`src/rtl/vcg_cfg.svh`:
```
// Purpose: Constants for the video capture port block
// Assumes: 32-bit Avalon-MM word addressing in bytes
// Notes: Offsets are byte addresses
`ifndef VCG_CFG_SVH
`define VCG_CFG_SVH
`define VCG_PORT_W 24
`define VCG_WIN_WORDS 64
`define VCG_WIN_BASE 12'h000
`define VCG_CTRL_OFS 12'h100
`define VCG_DRV_OFS 12'h104
`define VCG_OUTV_OFS 12'h108
`define VCG_INP_OFS 12'h10c
`define VCG_STAT_OFS 12'h110
`define VCG_LATCH_OFS 12'h114
`define VCG_CTRL_MODE_LSB 0
`define VCG_CTRL_POL_BIT 2
`define VCG_CTRL_RANGE_BIT 3
`define VCG_STAT_INT_BIT 0
`define VCG_STAT_STRAP_BIT 1
`define VCG_LINE_PULSE_CLKS 64
`define VCG_LINE_BIT 23
`define VCG_FIELD_BIT 18
`define VCG_WR_WAIT 2
`define VCG_RD_WAIT 3
`define VCG_CODE_MIN 8'h01
`define VCG_CODE_MAX 8'hfe
`define VCG_Y_LO 8'h10
`define VCG_Y_HI 8'heb
`define VCG_C_HI 8'hf0
`endif

```
`src/rtl/vcg_pkg.sv`:
```
// Purpose: Types for the video capture port block
// Assumes: Nothing beyond the cfg header
// Notes: Mode codes follow the mode field
package vcg_pkg;
    typedef enum logic [1:0] {
        VCG_NORMAL = 2'h0,
        VCG_PIX_IN = 2'h1,
        VCG_PIX_OUT = 2'h2
    } vcg_mode_t;
endpackage : vcg_pkg

```
`src/rtl/vcg_port.sv`:
```
// Purpose: 24-bit general purpose and pixel port with Avalon-MM slave
// Assumes: Pins and port clock sampled by CLK_SYS through three flops
// Notes: Pixel streams are sampled in the system domain
//
// The register addresses and the Avalon-MM interface to the registers were chosen for this implementation.
`timescale 1ns/1ps
`include "vcg_cfg.svh"

// How it works
// - Twenty-four two-way pins, normal, pixel input or pixel output mode.
// - Pixel input samples from pins replace internal decoder output.
// - Pixel output drives decoder stream out, and still passes it on.
// - Interrupt pin rising edge sets a sticky status bit; IRQ follows when ctrl bit 31 is set.
// - Active write strobe latches pins into latch register; polarity set.
// - At reset release, strobe high and interrupt low force pixel output.
// - Forced mode holds until a later reset samples other pin levels.
// - Per-pin drive enable register sets direction in normal mode.
// - Output value bits drive enabled pins in normal mode.
// - Inputs ignore output value; pin levels readable separately.
// - Sixty-four word contiguous window decoded for burst writes.
// - Window writes keep only low twenty-four bits for the pins.
// - Pixel input uses the external port clock for sampling pixels.
// - Pixel output drives the single rate pixel clock on clock pin.
// - Range bit zero limits luma 16..235 and chroma 16..240.
// - Codes 0 and 255 never appear as pixel values.
// - Every accepted bus command takes at least three cycles.
// - Writes run without extra waits beyond the fixed decode cycles.
// - Reads insert no extra wait state; same count as writes.
// - All write kinds alike, all read kinds alike.
// - Bit 23 carries active-low line start pulse, 64 clocks long.
// - Field pin high during even fields, low during odd fields.
module vcg_port
    import vcg_pkg::*;
#(
    parameter int PORT_W = `VCG_PORT_W
) (
    // Clock and reset
    input wire logic CLK_SYS,
    input wire logic RST_N,
    // Avalon-MM slave
    input wire logic [11:0] AVS_ADDRESS,
    input wire logic AVS_READ,
    input wire logic AVS_WRITE,
    input wire logic [31:0] AVS_WRITEDATA,
    input wire logic [3:0] AVS_BYTEENABLE,
    output logic [31:0] AVS_READDATA,
    output logic AVS_WAITREQUEST,
    // Port pins
    input wire logic [PORT_W-1:0] PORT_PIN_I,
    output logic [PORT_W-1:0] PORT_PIN_O,
    output logic [PORT_W-1:0] PORT_PIN_OE,
    input wire logic PORT_CLOCK_PIN_I,
    output logic PORT_CLOCK_PIN_O,
    output logic PORT_CLOCK_PIN_OE,
    input wire logic PORT_INTERRUPT_PIN,
    input wire logic PORT_WRITE_STROBE_PIN,
    // Internal decoder stream
    input wire logic SINGLE_RATE_PIXEL_CLOCK,
    input wire logic [7:0] DEC_LUMA,
    input wire logic [7:0] DEC_CHROMA,
    input wire logic DEC_LINE_START,
    input wire logic DEC_EVEN_FIELD,
    // Stream to the rest of the device
    output logic [7:0] PIX_LUMA,
    output logic [7:0] PIX_CHROMA,
    output logic PIX_VALID,
    // Interrupt
    output logic PORT_IRQ
);

    logic [2:0] s_pin_q [PORT_W];
    logic [2:0] s_clk_q, s_int_q, s_stb_q;
    logic [PORT_W-1:0] pin_f_q;
    logic clk_f_q, int_f_q, stb_f_q, clk_prev_q, int_prev_q;
    logic [1:0] mode_sw_q;
    logic pol_q, range_q, forced_q, strap_pend_q;
    logic [1:0] strap_cnt_q;
    logic [PORT_W-1:0] pin_drive_enable_reg_q;
    logic [PORT_W-1:0] port_output_value_reg_q;
    logic [PORT_W-1:0] inp_q, latch_q;
    logic int_sticky_q, int_mask_q;
    logic [1:0] cnt_q;
    logic [6:0] line_cnt_q;
    logic line_prev_q;
    logic [7:0] luma_q, chroma_q;
    logic valid_q;
    vcg_mode_t mode;
    logic clk_rise, int_rise, stb_act, busy, done, win_hit;
    logic [1:0] wait_n;
    logic [7:0] y_src, c_src;

    // Three-flop synchronisers
    // Strobe and interrupt idle high on pull-ups; low would fake an edge
    always_ff @(posedge CLK_SYS or negedge RST_N) begin
        if (!RST_N) begin
            s_clk_q <= 3'h0;
            s_int_q <= 3'h7;
            s_stb_q <= 3'h7;
        end else begin
            s_clk_q <= {s_clk_q[1:0], PORT_CLOCK_PIN_I};
            s_int_q <= {s_int_q[1:0], PORT_INTERRUPT_PIN};
            s_stb_q <= {s_stb_q[1:0], PORT_WRITE_STROBE_PIN};
        end
    end

    genvar gi;
    generate
        for (gi = 0; gi < PORT_W; gi++) begin : g_sync
            always_ff @(posedge CLK_SYS or negedge RST_N) begin
                if (!RST_N) begin
                    s_pin_q[gi] <= 3'h0;
                    pin_f_q[gi] <= 1'b0;
                end else begin
                    s_pin_q[gi] <= {s_pin_q[gi][1:0], PORT_PIN_I[gi]};
                    if (s_pin_q[gi][1] == s_pin_q[gi][2])
                        pin_f_q[gi] <= s_pin_q[gi][2];
                end
            end
        end
    endgenerate

    // Filtered levels change once stages two and three agree
    always_ff @(posedge CLK_SYS or negedge RST_N) begin
        if (!RST_N) begin
            clk_f_q <= 1'b0;
            int_f_q <= 1'b1;
            stb_f_q <= 1'b1;
            clk_prev_q <= 1'b0;
            int_prev_q <= 1'b1;
        end else begin
            if (s_clk_q[1] == s_clk_q[2])
                clk_f_q <= s_clk_q[2];
            if (s_int_q[1] == s_int_q[2])
                int_f_q <= s_int_q[2];
            if (s_stb_q[1] == s_stb_q[2])
                stb_f_q <= s_stb_q[2];
            clk_prev_q <= clk_f_q;
            int_prev_q <= int_f_q;
        end
    end

    assign clk_rise = clk_f_q && !clk_prev_q;
    assign int_rise = int_f_q && !int_prev_q;
    assign stb_act = (stb_f_q == pol_q);

    // Strap sampled once the synchronisers hold real pin levels
    always_ff @(posedge CLK_SYS or negedge RST_N) begin
        if (!RST_N) begin
            forced_q <= 1'b0;
            strap_pend_q <= 1'b1;
            strap_cnt_q <= 2'h0;
        end else begin
            if (strap_cnt_q != 2'h3)
                strap_cnt_q <= strap_cnt_q + 2'h1;
            if (strap_pend_q && strap_cnt_q == 2'h3 &&
                s_stb_q[2] == s_stb_q[1] && s_int_q[2] == s_int_q[1]) begin
                strap_pend_q <= 1'b0;
                forced_q <= s_stb_q[2] && !s_int_q[2];
            end
        end
    end

    always_comb begin
        if (forced_q)
            mode = VCG_PIX_OUT;
        else if (mode_sw_q == 2'h1)
            mode = VCG_PIX_IN;
        else if (mode_sw_q == 2'h2)
            mode = VCG_PIX_OUT;
        else
            mode = VCG_NORMAL;
    end

    // Window of sixty-four words at base
    assign win_hit = AVS_ADDRESS < 12'(`VCG_WIN_BASE + 4 * `VCG_WIN_WORDS);

    // Fixed decode cycles; same count on reads
    // No distinction among write or read flavours
    assign wait_n = AVS_READ ? 2'(`VCG_RD_WAIT - 1) : 2'(`VCG_WR_WAIT);
    assign busy = AVS_READ || AVS_WRITE;
    assign done = busy && (cnt_q == wait_n);
    assign AVS_WAITREQUEST = busy && !done;

    always_ff @(posedge CLK_SYS or negedge RST_N) begin
        if (!RST_N)
            cnt_q <= 2'h0;
        else if (!busy || done)
            cnt_q <= 2'h0;
        else
            cnt_q <= cnt_q + 2'h1;
    end

    // Register writes take effect on the completing edge
    always_ff @(posedge CLK_SYS or negedge RST_N) begin
        if (!RST_N) begin
            mode_sw_q <= 2'h0;
            pol_q <= 1'b1;
            range_q <= 1'b0;
            pin_drive_enable_reg_q <= '0;
            port_output_value_reg_q <= '0;
            int_mask_q <= 1'b0;
        end else if (done && AVS_WRITE) begin
            // Window write keeps low 24 bits only
            // Each burst word lands without extra stalls
            if (win_hit && mode == VCG_NORMAL)
                port_output_value_reg_q <= AVS_WRITEDATA[PORT_W-1:0];
            else if (AVS_ADDRESS == `VCG_CTRL_OFS) begin
                mode_sw_q <= AVS_WRITEDATA[`VCG_CTRL_MODE_LSB +: 2];
                pol_q <= AVS_WRITEDATA[`VCG_CTRL_POL_BIT];
                range_q <= AVS_WRITEDATA[`VCG_CTRL_RANGE_BIT];
                int_mask_q <= AVS_WRITEDATA[31];
            end else if (AVS_ADDRESS == `VCG_DRV_OFS)
                pin_drive_enable_reg_q <= AVS_WRITEDATA[PORT_W-1:0];
            else if (AVS_ADDRESS == `VCG_OUTV_OFS)
                port_output_value_reg_q <= AVS_WRITEDATA[PORT_W-1:0];
        end
    end

    // Sticky interrupt, set wins over write-one clear
    always_ff @(posedge CLK_SYS or negedge RST_N) begin
        if (!RST_N)
            int_sticky_q <= 1'b0;
        else if (int_rise)
            int_sticky_q <= 1'b1;
        else if (done && AVS_WRITE && AVS_ADDRESS == `VCG_STAT_OFS &&
                 AVS_WRITEDATA[`VCG_STAT_INT_BIT])
            int_sticky_q <= 1'b0;
    end
    assign PORT_IRQ = int_sticky_q && int_mask_q;

    always_ff @(posedge CLK_SYS or negedge RST_N) begin
        if (!RST_N) begin
            latch_q <= '0;
            inp_q <= '0;
        end else begin
            inp_q <= pin_f_q;
            if (stb_act)
                latch_q <= pin_f_q;
        end
    end

    // Read data loaded one edge early so it stands at the completing edge
    always_ff @(posedge CLK_SYS or negedge RST_N) begin
        if (!RST_N)
            AVS_READDATA <= 32'h0;
        else if (AVS_READ && !done && cnt_q == wait_n - 2'h1) begin
            if (win_hit)
                AVS_READDATA <= 32'(port_output_value_reg_q);
            else
                case (AVS_ADDRESS)
                    `VCG_CTRL_OFS: AVS_READDATA <= {int_mask_q, 27'h0,
                        range_q, pol_q, mode_sw_q};
                    `VCG_DRV_OFS: AVS_READDATA <= 32'(pin_drive_enable_reg_q);
                    `VCG_OUTV_OFS:
                        AVS_READDATA <= 32'(port_output_value_reg_q);
                    `VCG_INP_OFS: AVS_READDATA <= 32'(inp_q);
                    `VCG_STAT_OFS: AVS_READDATA <= {30'h0, forced_q,
                        int_sticky_q};
                    `VCG_LATCH_OFS: AVS_READDATA <= 32'(latch_q);
                    default: AVS_READDATA <= 32'h0;
                endcase
        end
    end

    // Range clamp; keep 0 and 255 out
    function automatic logic [7:0] vcg_clip(input logic [7:0] v,
                                            input logic [7:0] hi,
                                            input logic lim);
        logic [7:0] r;
        r = v;
        if (lim && r < `VCG_Y_LO)
            r = `VCG_Y_LO;
        else if (lim && r > hi)
            r = hi;
        if (r < `VCG_CODE_MIN)
            r = `VCG_CODE_MIN;
        else if (r > `VCG_CODE_MAX)
            r = `VCG_CODE_MAX;
        return r;
    endfunction : vcg_clip

    assign y_src = (mode == VCG_PIX_IN) ? pin_f_q[15:8] : DEC_LUMA;
    assign c_src = (mode == VCG_PIX_IN) ? pin_f_q[7:0] : DEC_CHROMA;

    // Pixel input taken on port clock rising edges
    // Decoder stream keeps flowing in every other mode
    always_ff @(posedge CLK_SYS or negedge RST_N) begin
        if (!RST_N) begin
            luma_q <= 8'h10;
            chroma_q <= 8'h80;
            valid_q <= 1'b0;
        end else begin
            valid_q <= (mode == VCG_PIX_IN) ? clk_rise : 1'b1;
            if (mode != VCG_PIX_IN || clk_rise) begin
                luma_q <= vcg_clip(y_src, `VCG_Y_HI, !range_q);
                chroma_q <= vcg_clip(c_src, `VCG_C_HI, !range_q);
            end
        end
    end
    assign PIX_LUMA = luma_q;
    assign PIX_CHROMA = chroma_q;
    assign PIX_VALID = valid_q;

    always_ff @(posedge CLK_SYS or negedge RST_N) begin
        if (!RST_N) begin
            line_cnt_q <= 7'h0;
            line_prev_q <= 1'b0;
        end else begin
            line_prev_q <= DEC_LINE_START;
            if (DEC_LINE_START && !line_prev_q)
                line_cnt_q <= 7'(`VCG_LINE_PULSE_CLKS);
            else if (line_cnt_q != 7'h0)
                line_cnt_q <= line_cnt_q - 7'h1;
        end
    end

    always_comb begin
        PORT_PIN_O = '0;
        PORT_PIN_OE = '0;
        case (mode)
            VCG_NORMAL: begin
                PORT_PIN_OE = pin_drive_enable_reg_q;
                PORT_PIN_O = port_output_value_reg_q;
            end
            VCG_PIX_OUT: begin
                PORT_PIN_OE = '1;
                PORT_PIN_O[15:8] = luma_q;
                PORT_PIN_O[7:0] = chroma_q;
                PORT_PIN_O[`VCG_LINE_BIT] = (line_cnt_q == 7'h0);
                PORT_PIN_O[`VCG_FIELD_BIT] = DEC_EVEN_FIELD;
            end
            default: begin
                PORT_PIN_OE = '0;
            end
        endcase
    end

    // Pixel clock driven out in output mode
    assign PORT_CLOCK_PIN_O = (mode == VCG_PIX_OUT) && SINGLE_RATE_PIXEL_CLOCK;
    assign PORT_CLOCK_PIN_OE = (mode == VCG_PIX_OUT);

endmodule : vcg_port

```
`config.mk`:
```
export PLATFORM = sky130hd
export DESIGN_NAME = vcg_port
export DESIGN_NICKNAME = d
export VERILOG_FILES = /design/src/rtl/vcg_pkg.sv /design/src/rtl/vcg_port.sv
export VERILOG_INCLUDE_DIRS = /design/src /design/src/rtl
export SDC_FILE = /design/constraint.sdc
export NUM_CORES = 1
export LEC_CHECK = 0
export ABC_AREA = 1
export BUFFER_PORTS_ARGS = -buffer_cell sky130_fd_sc_hd__buf_4
export CAP_MARGIN = 10
export CORE_MARGIN = 2
export CORE_UTILIZATION = 25
export DETAILED_ROUTE_END_ITERATION = 12
export PLACE_DENSITY = 0.38
export SETUP_SLACK_MARGIN = 0.5
export SKIP_CTS_REPAIR_TIMING = 1
export SLEW_MARGIN = 20
export SYNTH_ARGS = -nofsm -noshare
export SYNTH_HDL_FRONTEND = slang
export SYNTH_SLANG_ARGS = --single-unit
```
`constraint.sdc`:
```
create_clock -name CLK_SYS -period 2.64 [get_ports CLK_SYS]
set_input_delay 0.528 -clock CLK_SYS [delete_from_list [all_inputs] [get_ports CLK_SYS]]
set_output_delay 0.528 -clock CLK_SYS [all_outputs]
set_load 0.005 [all_outputs]
```
==> results.rst, run 1 <==
.. list-table::
   :header-rows: 1

   * - Metric
     - Value
   * - Proportion of layout cells with a drive suffix above 1
     - 28.8%
   * - Crit path kind
     - reg -> out
   * - Clock buffer count from CTS
     - 31
   * - Sequential cell area fraction in the yosys report
     - 63.2%
   * - Most used flip-flop cell after synthesis
     - sky130_fd_sc_hd__dfrtp_1
   * - GPL Wtd Cong
     - 0.766
   * - Via count
     - 7963
   * - Largest net degree at the start of global routing
     - 74
   * - Fraction of registers with async set/reset
     - 100%
   * - Mean Syn Cell Area
     - 10.0 um2
   * - Critical path startpoint category
     - flop
   * - H-tree depth reported by CTS
     - 1
   * - Antenna violations before repair
     - 1
   * - Sum of net half-perimeters after detailed placement
     - 22.2 mm
   * - Mean routed wirelength per cell
     - 18.1 um
   * - Type of element capturing the critical path
     - output port
   * - Total track usage
     - 14.9%
   * - Hold Path Class
     - in -> reg
   * - Final cell utilization of the core
     - 34.5%
   * - Combinational Power Share
     - 13.2%
   * - Post-Synthesis Cells
     - 1059
   * - Cell internal pwr
     - 0.00798 W
   * - Ys Warns
     - 0
   * - Cell variety after synth
     - 43
   * - Sequential share of power
     - 44.7%
   * - IR Drop Worst-Case VDD
     - 0.439 mV
   * - Final count of negative-setup-slack endpoints
     - 0
   * - RSZ-0062 raised after global routing
     - true
   * - Clock root buffer
     - sky130_fd_sc_hd__clkbuf_16
   * - Number of buffers added on ports
     - 180
   * - Number of cells on the worst hold path
     - 1
   * - Floorplan die height
     - 210 um
   * - Mapped Area
     - 0.0106 mm2
   * - Status
     - finished clean
   * - Row cnt
     - 75
   * - Cell with the largest stage delay on the worst path
     - sky130_fd_sc_hd__dfrtp_2
   * - Clock transition time at the flip-flop clock pins of the worst setup and hold paths
     - 0.06 ns
   * - Reported net switching power
     - 0.00283 W
   * - Transition time at the pin with the least slew margin
     - 0.517 ns
   * - Number of global-route vias before repair
     - 8127
   * - List of cells traversed by the critical path
     - inv_2 -> a21oi_4 -> clkinv_4 -> nor2_4 -> inv_8 -> o22ai_1 -> buf_4
   * - Lkg Pwr
     - 6.86 nW
   * - Max FO, Critical Path
     - 21
   * - Synthesis-to-finish area growth
     - 36.2%
   * - Highest Clock Rate
     - 0.396 GHz
   * - DRC violation total after the first TritonRoute iteration
     - 445
   * - Aggregate routed wire length
     - 33.6 mm
   * - Max-slew violation count
     - 0
   * - Setup skew after layout
     - 0.0189 ns
   * - Die width
     - 210 um
   * - Residual antenna-violating net count after detailed routing
     - 0
   * - Proportion of total power due to net switching
     - 26.2%
   * - Tmin final
     - 2.53 ns
   * - Sum of overflow across all layers after global routing
     - 0
   * - Fin. Hold Viols
     - 0
   * - Endpoint required time on the critical path
     - 2.11 ns
   * - Number of placed I/O pins
     - 199
   * - Tightest hold margin
     - 0.0446 ns
   * - Synthesized flop and latch total
     - 268
   * - Max-Slew Margin vs Limit
     - 65.5%
   * - Starting Density
     - 25.4%
   * - Critical path arrival
     - 2.00 ns
   * - Total power per unit cell area
     - 746 mW/mm2
   * - Delay of the slowest cell on the worst path
     - 0.38 ns
   * - TritonCTS clock tree
     - yes
   * - Cells on worst reg2reg path
     - 14
   * - Area of the die
     - 0.0442 mm2
   * - First-pass GRT wire length
     - 49.7 mm
   * - Number of nets in the layout
     - 1388
   * - DRC violation count after routing
     - 0
   * - Worst skew pair latency
     - 0.59 ns
   * - Reported max-cap violation count
     - 0
   * - Clock power frac
     - 42.1%
   * - Maximum root-to-sink buffer count
     - 3
   * - Post-route clock period utilization
     - 95.7%
   * - Ratio of routed vias to standard cells
     - 4.30
   * - Number of search-and-repair iterations in the first detailed-routing pass
     - 4
   * - Num Clock Sinks
     - 268
   * - Core region area
     - 0.0419 mm2
   * - Number of enable-type register cells in the synthesized netlist
     - 0
[cell usage in the layout, fill, tap and decap left out, types with 4 or more instances in the layout]
| cell | instances |
|---|---|
| sky130_fd_sc_hd__mux2_2 | 19 |
| sky130_fd_sc_hd__inv_1 | 143 |
| sky130_fd_sc_hd__clkbuf_16 | 34 |
| sky130_fd_sc_hd__buf_4 | 213 |
| sky130_fd_sc_hd__o21ai_2 | 4 |
| sky130_fd_sc_hd__dfstp_2 | 13 |
| sky130_fd_sc_hd__o21ai_4 | 17 |
| sky130_fd_sc_hd__nor2_1 | 34 |
| sky130_fd_sc_hd__inv_2 | 5 |
| sky130_fd_sc_hd__nand3b_1 | 4 |
| sky130_fd_sc_hd__nor3_1 | 9 |
| sky130_fd_sc_hd__o21ai_0 | 120 |
| sky130_fd_sc_hd__clkinv_2 | 7 |
| sky130_fd_sc_hd__nand4_1 | 9 |
| sky130_fd_sc_hd__bufinv_16 | 4 |
| sky130_fd_sc_hd__buf_12 | 10 |
| sky130_fd_sc_hd__nand2_1 | 218 |
| sky130_fd_sc_hd__conb_1 | 7 |
| sky130_fd_sc_hd__nor2_2 | 4 |
| sky130_fd_sc_hd__dfrtp_1 | 253 |
| sky130_fd_sc_hd__nand3_1 | 35 |
| sky130_fd_sc_hd__clkbuf_1 | 5 |
| sky130_fd_sc_hd__clkbuf_8 | 8 |
| sky130_fd_sc_hd__a21oi_1 | 6 |
| sky130_fd_sc_hd__maj3_1 | 26 |
| sky130_fd_sc_hd__o22ai_1 | 26 |
| sky130_fd_sc_hd__buf_6 | 5 |
| sky130_fd_sc_hd__o21ai_1 | 22 |
[area by class of cell]
cell class	instances	area [um2]
multi-input cells	598	3420
repair buffers	234	1970
well taps	539	674
clock buffers	44	905
flip-flops and latches	268	6730
fillers	4308	27500
diodes	1	2.50
inverters	153	596
clock inverters	14	190
[sequential cells by signal, indices dropped and copies added, names as in the netlist, 7 cells and up]
register / flops
port_output_value_reg_q: 24
PIX_LUMA: 8
pin_f_q: 24
line_cnt_q: 7
PIX_CHROMA: 8
s_pin_q: 72
inp_q: 24
latch_q: 24
AVS_READDATA: 25
pin_drive_enable_reg_q: 24
[worst max-delay path, delay by kind of cell (launching register included)]
kind            cells  cell delay, ns
compound gates      2            0.42
simple gates        1            0.19
buf+inv             4            0.42
flops               1            0.38
[per-layer routing]
layer / GRT usage (%) / wire (um) / up-vias
met5: 0 / 0 / -
met4: 3.55 / 674 / 0
met3: 2.99 / 1660 / 39
met2: 23.7 / 15300 / 189
met1: 21.0 / 15900 / 3870
li1: - / - / 3865
[power by group through the flow]
stage                     logic (W)  registers (W)  clock network [W]
final                       0.00143        0.00483            0.00455
after global placement      0.00140        0.00490                  0
after CTS                   0.00142        0.00483            0.00471
after global routing        0.00162        0.00489            0.00487
after floorplan            0.000675        0.00480                  0
after detailed placement    0.00141        0.00490                  0
[path summary, 6_finish.rpt]
check | end | from | slack, ns
worst min-delay path | s_pin_q[42]$_DFF_PN0_ | PORT_PIN_I[9] | 0.04
worst min register to register | s_clk_q[1]$_DFF_PN0_ | s_clk_q[0]$_DFF_PN0_ | 0.34
worst max-delay path | PORT_PIN_O[23] | mode_sw_q[0]$_DFFE_PN0P_ | 0.11
worst max register to register | PIX_CHROMA[0]$_DFFE_PN0P_ | mode_sw_q[1]$_DFFE_PN0P_ | 0.65
min in group asynchronous | s_pin_q[22]$_DFF_PN0_ | RST_N | 0.46
max in group asynchronous | port_output_value_reg_q[20]$_DFFE_PN0P_ | RST_N | 1.40
[stage by stage]
stage	power (W)	cell area (um2)	setup TNS [ns]	std cells	setup slack (ns)
3_3_place_gp	0.00630	12700	0	1762	0.248
4_1_cts	0.0110	13800	-6.36	1820	-0.417
2_1_floorplan	0.00548	10700	0	1065	0.804
5_1_grt	0.0114	14500	0	1850	0.0489
3_5_place_dp	0.00631	12700	0	1762	0.222
6_report	0.0108	14500	0	1851	0.113
[cells in the mapped netlist, types with 7 or more instances]
| cell type | n | area [um2] |
|---|---|---|
| sky130_fd_sc_hd__o22ai_1 | 29 | 181 |
| sky130_fd_sc_hd__maj3_1 | 26 | 260 |
| sky130_fd_sc_hd__clkbuf_1 | 29 | 109 |
| sky130_fd_sc_hd__mux2_2 | 19 | 214 |
| sky130_fd_sc_hd__dfstp_2 | 13 | 342 |
| sky130_fd_sc_hd__nor2_1 | 38 | 143 |
| sky130_fd_sc_hd__buf_4 | 8 | 60.1 |
| sky130_fd_sc_hd__nand2_1 | 220 | 826 |
| sky130_fd_sc_hd__inv_1 | 147 | 552 |
| sky130_fd_sc_hd__nand3_1 | 37 | 185 |
| sky130_fd_sc_hd__dfrtp_1 | 255 | 6380 |
| sky130_fd_sc_hd__nor3_1 | 9 | 45.0 |
| sky130_fd_sc_hd__nand4_1 | 9 | 56.3 |
| sky130_fd_sc_hd__o21ai_0 | 147 | 736 |
| sky130_fd_sc_hd__a21oi_1 | 7 | 35.0 |
| sky130_fd_sc_hd__o21ai_1 | 14 | 70.1 |
[logic make-up after synthesis]
family / count (synthesis) / synth area share (%)
other cells: 1 / 0.0353
fa+ha+maj: 30 / 2.92
xor+xnor: 4 / 0.329
simple gates: 330 / 13.3
buf+inv: 199 / 7.65
mux: 19 / 2.01
compound gates: 208 / 10.6
flops: 268 / 63.2
No activity file was read; power rests on OpenSTA's default activity.
==> run 2, diff against run 1 <==
ABC_AREA = default   (was 1)
CORE_UTILIZATION = 60   (was 25)
PLACE_DENSITY = 0.81   (was 0.38)
==> run 2 against run 1 <==
Register-to-register slack got worse by 0.10 ns; non-clock buffer count up 2; critical path type unchanged; sequential cell count is the same; largest power group unchanged; wire length shrank 12%; clock-buffer cell count fell by 2; utilization is 46 points higher.
==> results.rst, run 2 <==
.. list-table::
   :header-rows: 1

   * - Metric
     - Value
   * - Status
     - finished clean
   * - Row cnt
     - 49 (-35%)
   * - Mapped Area
     - 0.0109 mm2 (+2.2%)
   * - Post-route clock period utilization
     - 95.8% (about the same)
   * - Post-synthesis cell type with the largest combined area
     - sky130_fd_sc_hd__dfrtp_1
   * - Sum of overflow across all layers after global routing
     - 0 (unchanged)
   * - Final count of negative-setup-slack endpoints
     - 0 (unchanged)
   * - TritonCTS clock tree
     - yes
   * - Mean Syn Cell Area
     - 12.5 um2 (+24%)
   * - Fraction of registers with async set/reset
     - 100% (unchanged)
   * - Maximum root-to-sink buffer count
     - 3 (unchanged)
   * - Leading post-synthesis cells by instance count
     - sky130_fd_sc_hd__dfrtp_1 (255), sky130_fd_sc_hd__nor2_1 (97), sky130_fd_sc_hd__mux2_2 (76)
   * - Placed insts
     - 1254 (-29%)
   * - Aggregate routed wire length
     - 29.6 mm (-12%)
   * - Setup skew after layout
     - 0.00871 ns (-0.0102 ns)
   * - Number of search-and-repair iterations in the first detailed-routing pass
     - 6 (+2)
   * - Area of the die
     - 0.0192 mm2 (-57%)
   * - Die width
     - 139 um (-34%)
   * - Lkg Pwr
     - 6.56 nW (-4.5%)
   * - Post-Synthesis Cells
     - 871 (-18%)
   * - Crit path kind
     - reg -> out
   * - Ys Warns
     - 0 (unchanged)
   * - Ratio of routed vias to standard cells
     - 6.09 (+42%)
   * - Starting Density
     - 60.9% (+36 points)
   * - List of cells traversed by the critical path
     - or2_4 -> or4_4 -> inv_2 -> a22o_1 -> buf_4
   * - Largest net degree at the start of global routing
     - 85 (+15%)
   * - Residual antenna-violating net count after detailed routing
     - 0 (unchanged)
   * - Critical path arrival
     - 2.00 ns (about the same)
   * - Sequential cell area fraction in the yosys report
     - 61.9% (-1.3 points)
   * - Overall power after layout
     - 0.0113 W (+4.9%)
   * - Tmin final
     - 2.53 ns (+0.00105 ns)
   * - Worst skew pair latency
     - 0.53 ns (-0.06 ns)
   * - Antenna diode count
     - 0 (-1)
   * - Number of placed I/O pins
     - 199 (unchanged)
   * - Most used flip-flop cell after synthesis
     - sky130_fd_sc_hd__dfrtp_1
   * - Endpoint required time on the critical path
     - 2.11 ns (about the same)
   * - Total negative slack for setup checks
     - 0 ns (unchanged)
   * - Highest Clock Rate
     - 0.396 GHz (about the same)
   * - Hold Path Class
     - in -> reg
   * - Num Clock Sinks
     - 268 (unchanged)
   * - Post-Layout Cell Count
     - 1329 (-28%)
   * - Largest registers ranked by flip-flop count
     - s_pin_q: 72 flops, AVS_READDATA: 25 flops
   * - Proportion of layout cells with a drive suffix above 1
     - 41.9% (+13 points)
   * - Yosys top cell area share
     - 58.7% (-1.3 points)
   * - IR Drop Worst-Case VDD
     - 0.834 mV (+90%)
   * - Transition time at the pin with the least slew margin
     - 0.589 ns (+0.0718 ns)
   * - Clock buffer count from CTS
     - 26 (-16%)
   * - Cell variety after synth
     - 64 (+49%)
   * - Multi-input gate area
     - 0.00417 mm2 (+22%)
   * - Number of enable-type register cells in the synthesized netlist
     - 0 (unchanged)
   * - Number of global-route vias before repair
     - 7899 (-2.8%)
   * - Antenna violations before repair
     - 0 (-1)
   * - Total power per unit cell area
     - 790 mW/mm2 (+5.9%)
   * - Via count
     - 8092 (+1.6%)
   * - Reported max-cap violation count
     - 0 (unchanged)
   * - Clock transition time at the flip-flop clock pins of the worst setup and hold paths
     - 0.06 ns (about the same)
   * - Total track usage
     - 28.2% (+13 points)
   * - First-pass GRT wire length
     - 43.0 mm (-14%)
   * - Critical path startpoint category
     - flop
   * - Number of nets in the layout
     - 1182 (-15%)
   * - H-tree depth reported by CTS
     - 1 (unchanged)
   * - Cell with the largest stage delay on the worst path
     - sky130_fd_sc_hd__or4_4
   * - Max FO, Critical Path
     - 4 (-81%)
   * - Most common cell after layout, fill and taps aside
     - sky130_fd_sc_hd__dfrtp_1
   * - Filler Cell Count
     - 1034 (-76%)
   * - DRC violation total after the first TritonRoute iteration
     - 690 (+55%)
   * - Main area contributors after synthesis
     - sky130_fd_sc_hd__dfrtp_1 (59%), sky130_fd_sc_hd__mux2_2 (7.9%), sky130_fd_sc_hd__nor2_1 (3.4%)
   * - Number of buffers added on ports
     - 180 (unchanged)
   * - RSZ-0062 raised after global routing
     - true
   * - Synthesized flop and latch total
     - 268 (unchanged)
   * - Synthesis-to-finish area growth
     - 32.0%
   * - Tightest hold margin
     - 0.105 ns (+0.0601 ns)
   * - Delay of the slowest cell on the worst path
     - 0.52 ns (+0.14 ns)
   * - Register with the most flip-flops
     - s_pin_q
   * - Fin. Hold Viols
     - 0 (unchanged)
   * - Clock root buffer
     - sky130_fd_sc_hd__clkbuf_16
   * - Number of flip-flops in the largest register
     - 72 (unchanged)
   * - Highest-count cells in the layout ignoring fill and taps
     - sky130_fd_sc_hd__dfrtp_1 (252), sky130_fd_sc_hd__buf_4 (185), sky130_fd_sc_hd__mux2_2 (76)
   * - DRC violation count after routing
     - 0 (unchanged)
   * - GPL Wtd Cong
     - 0.859 (+12%)
   * - Mean routed wirelength per cell
     - 22.2 um (+23%)
   * - Max-slew violation count
     - 0 (unchanged)
   * - Sum of net half-perimeters after detailed placement
     - 18.1 mm (-19%)
   * - Cell with the most instances after synthesis
     - sky130_fd_sc_hd__dfrtp_1
   * - Floorplan die height
     - 139 um (-34%)
   * - Sequential cell area in the final layout
     - 0.00673 mm2 (about the same)
   * - Type of element capturing the critical path
     - output port
   * - Core region area
     - 0.0178 mm2 (-57%)
   * - Max-Slew Margin vs Limit
     - 60.4% (-5.1 points)
-- run 2: cell types whose count changed after synthesis, moves of 10 or more --
cell	before	now
sky130_fd_sc_hd__mux2_2	19	76
sky130_fd_sc_hd__nand2_1	220	28
sky130_fd_sc_hd__nor2_1	38	97
sky130_fd_sc_hd__o22ai_1	29	0
sky130_fd_sc_hd__mux2_1	0	21
sky130_fd_sc_hd__o21ai_1	14	0
sky130_fd_sc_hd__o21ai_0	147	12
sky130_fd_sc_hd__a21oi_1	7	28
sky130_fd_sc_hd__clkbuf_1	29	39
sky130_fd_sc_hd__a22o_1	2	19
sky130_fd_sc_hd__a221oi_1	0	22
sky130_fd_sc_hd__nor4_1	1	31
sky130_fd_sc_hd__inv_1	147	35
-- run 2: logic make-up after synthesis --
| group | after synthesis | synth area share [%] |
|---|---|---|
| simple gates | 241 | 11.1 |
| fa+ha+maj | 31 | 2.95 |
| mux | 110 | 11.6 |
| xor+xnor | 9 | 0.726 |
| flops | 268 | 61.9 |
| buf+inv | 96 | 3.94 |
| compound gates | 115 | 7.74 |
| other cells | 1 | 0.0345 |
-- run 2: layout make-up --
| cell class | count | share of cell area [%] |
|---|---|---|
| clock inverter | 6 | 0.558 |
| clock buffer | 42 | 5.87 |
| sequential | 268 | 46.9 |
| multi-input combinational | 513 | 29.1 |
| timing repair buffer | 236 | 14.7 |
| tap | 229 | 2.00 |
| inverter | 35 | 0.916 |
-- run 2: report_power, final --
| part | switching [W] | internal (W) |
|---|---|---|
| logic | 0.000982 | 0.00123 |
| clock network | 0.00153 | 0.00237 |
| registers | 0.000518 | 0.00471 |
-- run 2: worst max-delay path: cells and delay by family, from the launching register on --
family	cells	cell delay, ns
AND/OR/NAND/NOR	2	0.78
AO/OA/AOI/OAI	1	0.11
flip-flops	1	0.42
buffers and inverters	2	0.16
-- run 2: path summary, 6_finish.rpt --
path / start / depth (start not counted) / slack (ns) / to
max in group asynchronous: RST_N / 3 / 1.44 / line_cnt_q[3]$_DFFE_PN0P_
hold / removal: PORT_PIN_I[22] / 1 / 0.10 / s_pin_q[3]$_DFF_PN0_
hold reg to reg: s_pin_q[39]$_DFF_PN0_ / 0 / 0.35 / s_pin_q[40]$_DFF_PN0_
min in group asynchronous: RST_N / 2 / 0.45 / pin_f_q[17]$_DFFE_PN0N_
setup reg to reg: cnt_q[0]$_DFF_PN0_ / 6 / 0.55 / AVS_READDATA[6]$_DFFE_PN0P_
setup / recovery: line_cnt_q[3]$_DFFE_PN0P_ / 5 / 0.11 / PORT_PIN_O[23]
-- run 2: metrics by stage --
stage	instance area, um2	setup WS, ns	utilization, %
6_report	14300	0.112	80.4
5_1_grt	14300	0.0233	80.4
4_1_cts	13500	-0.0891	75.6
3_5_place_dp	12600	0.132	70.4
3_3_place_gp	12600	0.184	70.4
2_1_floorplan	10900	0.387	-
-- run 2: metal layers --
metal / part of all wire, % / vias up / track usage, %
met3: 7.8 / 68 / 4.07
met4: 3.2 / 0 / 9.77
met5: 0 / - / 0
met2: 49 / 392 / 44.6
li1: - / 3501 / -
met1: 40 / 4131 / 40.9
==> run 3, diff against run 2 <==
CAP_MARGIN = 25   (was 10)
CORE_UTILIZATION = 42   (was 60)
PLACE_DENSITY = 0.59   (was 0.81)
==> run 3 against run 2 <==
Hold slack worse by 0.022 ns; sequential share of layout area is 0.11 points lower; via count is 4.6% lower; clock power hardly changed.
==> results.rst, run 3 (synthesis results as in run 2) <==
.. list-table::
   :header-rows: 1

   * - Metric
     - Value
   * - DRC violation count after routing
     - 0 (unchanged)
   * - Antenna diode count
     - 0 (unchanged)
   * - DRC violation total after the first TritonRoute iteration
     - 558 (-19%)
   * - Placed insts
     - 1356 (+8.1%)
   * - Number of search-and-repair iterations in the first detailed-routing pass
     - 5 (-1)
   * - Status
     - finished clean
   * - Max FO, Critical Path
     - 4 (unchanged)
   * - Type of element capturing the critical path
     - output port
   * - Finished Cell Area
     - 0.0144 mm2 (+0.24%)
   * - Transition time at the pin with the least slew margin
     - 0.660 ns (+0.0714 ns)
   * - Antenna violations before repair
     - 1 (+1)
   * - Crit path kind
     - reg -> out
   * - Sequential cell area in the final layout
     - 0.00673 mm2 (unchanged)
   * - Number of buffers added on ports
     - 180 (unchanged)
   * - Total negative slack for setup checks
     - 0 ns (unchanged)
   * - Highest-count cells in the layout ignoring fill and taps
     - sky130_fd_sc_hd__dfrtp_1 (252), sky130_fd_sc_hd__buf_4 (201), sky130_fd_sc_hd__mux2_2 (76)
   * - Mean routed wirelength per cell
     - 20.5 um (-7.7%)
   * - Max-slew violation count
     - 0 (unchanged)
   * - Endpoint required time on the critical path
     - 2.11 ns (about the same)
   * - Post-route clock period utilization
     - 96.4% (+0.64 points)
   * - Post-Layout Cell Count
     - 1435 (+8.0%)
   * - Proportion of layout cells with a drive suffix above 1
     - 41.1% (-0.82 points)
   * - Worst setup slack after layout
     - 0.0947 ns (-0.0168 ns)
   * - IR Drop Worst-Case VDD
     - 0.553 mV (-34%)
   * - Maximum root-to-sink buffer count
     - 3 (unchanged)
   * - Number of global-route vias before repair
     - 7405 (-6.3%)
   * - Combinational Power Share
     - 19.1% (-0.4 points)
   * - TritonCTS clock tree
     - yes
   * - Critical path arrival
     - 2.02 ns (+0.02 ns)
   * - Synthesis-to-finish area growth
     - 32.4%
   * - Clock power frac
     - 34.7% (+0.4 points)
   * - Final count of negative-setup-slack endpoints
     - 0 (unchanged)
   * - Most common cell after layout, fill and taps aside
     - sky130_fd_sc_hd__dfrtp_1
   * - First-pass GRT wire length
     - 43.0 mm (about the same)
   * - Ratio of routed vias to standard cells
     - 5.38 (-12%)
   * - Sum of net half-perimeters after detailed placement
     - 19.1 mm (+5.5%)
   * - Max-Slew Margin vs Limit
     - 56.0% (-4.4 points)
   * - Floorplan die height
     - 165 um (+19%)
   * - Register with the most flip-flops
     - s_pin_q
   * - Sequential share of power
     - 46.2% (about the same)
   * - Highest Clock Rate
     - 0.393 GHz (-0.66%)
   * - Clock root buffer
     - sky130_fd_sc_hd__clkbuf_16
   * - Tmin final
     - 2.55 ns (+0.0168 ns)
   * - Number of flip-flops in the largest register
     - 72 (unchanged)
   * - Residual antenna-violating net count after detailed routing
     - 0 (unchanged)
   * - Num Clock Sinks
     - 268 (unchanged)
   * - Placement Cell Area
     - 0.0127 mm2 (+1.3%)
   * - Lkg Pwr
     - 6.61 nW (+0.79%)
   * - Number of nets in the layout
     - 1185 (+0.25%)
   * - RSZ-0062 raised after global routing
     - true
   * - Multi-input gate area
     - 0.00410 mm2 (-1.8%)
   * - Sum of overflow across all layers after global routing
     - 0 (unchanged)
   * - Total track usage
     - 20.7% (-7.5 points)
   * - Row cnt
     - 58 (+18%)
   * - Aggregate routed wire length
     - 29.5 mm (-0.34%)
   * - GPL Wtd Cong
     - 0.831 (-3.3%)
   * - Tightest hold margin
     - 0.0829 ns (-0.0218 ns)
   * - Largest registers ranked by flip-flop count
     - s_pin_q: 72 flops, AVS_READDATA: 25 flops
   * - Setup skew after layout
     - 0.0199 ns (+0.0112 ns)
   * - Proportion of total power due to net switching
     - 27.0% (+0.36 points)
   * - Number of placed I/O pins
     - 199 (unchanged)
   * - Filler Cell Count
     - 2141 (+110%)
   * - Via count
     - 7720 (-4.6%)
   * - Fin. Hold Viols
     - 0 (unchanged)
   * - Worst skew pair latency
     - 0.55 ns (+0.02 ns)
   * - Clock buffer count from CTS
     - 29 (+12%)
   * - Core region area
     - 0.0253 mm2 (+42%)
   * - Area of the die
     - 0.0272 mm2 (+42%)
   * - Reported net switching power
     - 0.00306 W (+1.1%)
   * - Total power per unit cell area
     - 787 mW/mm2 (-0.47%)
   * - H-tree depth reported by CTS
     - 1 (unchanged)
   * - Reported max-cap violation count
     - 0 (unchanged)
   * - Clock transition time at the flip-flop clock pins of the worst setup and hold paths
     - 0.06 ns (about the same)
   * - Starting Density
     - 43.0% (-18 points)
   * - Largest net degree at the start of global routing
     - 78 (-8.2%)
   * - Setup Slack @ Placement
     - 0.110 ns (-0.0214 ns)
   * - Die width
     - 165 um (+19%)
   * - Cell internal pwr
     - 0.00825 W (-0.73%)
   * - Reg2Reg Setup Slack
     - 0.65 ns (+0.10 ns)
   * - Critical path startpoint category
     - flop
   * - Hold Path Class
     - in -> reg
==> run 3: changes by cell type in the layout (fill, tap and decap cells not counted), sizes merged <==
cell and delta:
clkinvlp +1, clkbuf -4, clkinv +7, inv +1
==> run 3: worst max-delay path: stages (launching register included) <==
cell and delay, ns:
sky130_fd_sc_hd__dfrtp_1 0.40, sky130_fd_sc_hd__or2_4 0.27, sky130_fd_sc_hd__or4_4 0.51, sky130_fd_sc_hd__inv_2 0.07, sky130_fd_sc_hd__a22o_1 0.13, sky130_fd_sc_hd__buf_4 0.11
==> run 3: metrics by stage <==
step / utilization, % / power [W]
2_1_floorplan: - / 0.00612
3_3_place_gp: 50.4 / 0.00720
3_5_place_dp: 50.4 / 0.00725
4_1_cts: 54.0 / 0.0112
5_1_grt: 56.9 / 0.0118
6_report: 56.9 / 0.0113
==> run 3: path summary, 6_finish.rpt <==
path                            depth (start not counted)                 startpoint                                 endpoint
worst max-delay path                                    5  line_cnt_q[4]$_DFFE_PN0P_                           PORT_PIN_O[23]
min in group asynchronous                               2                      RST_N                  PIX_LUMA[1]$_DFFE_PN0P_
worst min register to register                          0      s_pin_q[54]$_DFF_PN0_                    s_pin_q[55]$_DFF_PN0_
worst max register to register                          4     pin_f_q[0]$_DFFE_PN0N_                PIX_CHROMA[0]$_DFFE_PN0P_
max in group asynchronous                               3                      RST_N  port_output_value_reg_q[12]$_DFFE_PN0P_
worst min-delay path                                    1              PORT_PIN_I[2]                    s_pin_q[63]$_DFF_PN0_
==> run 3: power groups by stage <==
stage	clock network [W]	registers (W)	logic, W
4_1_cts	0.00402	0.00521	0.00198
2_1_floorplan	0	0.00509	0.00103
6_report	0.00392	0.00522	0.00217
3_3_place_gp	0	0.00527	0.00193
3_5_place_dp	0	0.00528	0.00197
5_1_grt	0.00418	0.00529	0.00237
==> run 3: area by class of cell <==
cell class	instances	share of cell area, %
Tap cell	330	2.87
Sequential cell	268	46.8
Inverter	35	0.914
Timing Repair Buffer	236	14.5
Multi-Input combinational cell	513	28.5
Clock buffer	38	5.49
Clock inverter	15	0.914
==> run 3: per-layer routing <==
metal	up-vias	global-route usage [%]	wire length [um]	part of all wire, %
li1	3512	-	-	-
met1	3887	30.0	13200	45
met2	260	32.4	13600	46
met3	59	3.72	1800	6.1
met4	2	5.49	816	2.8
met5	-	0	13	0.044
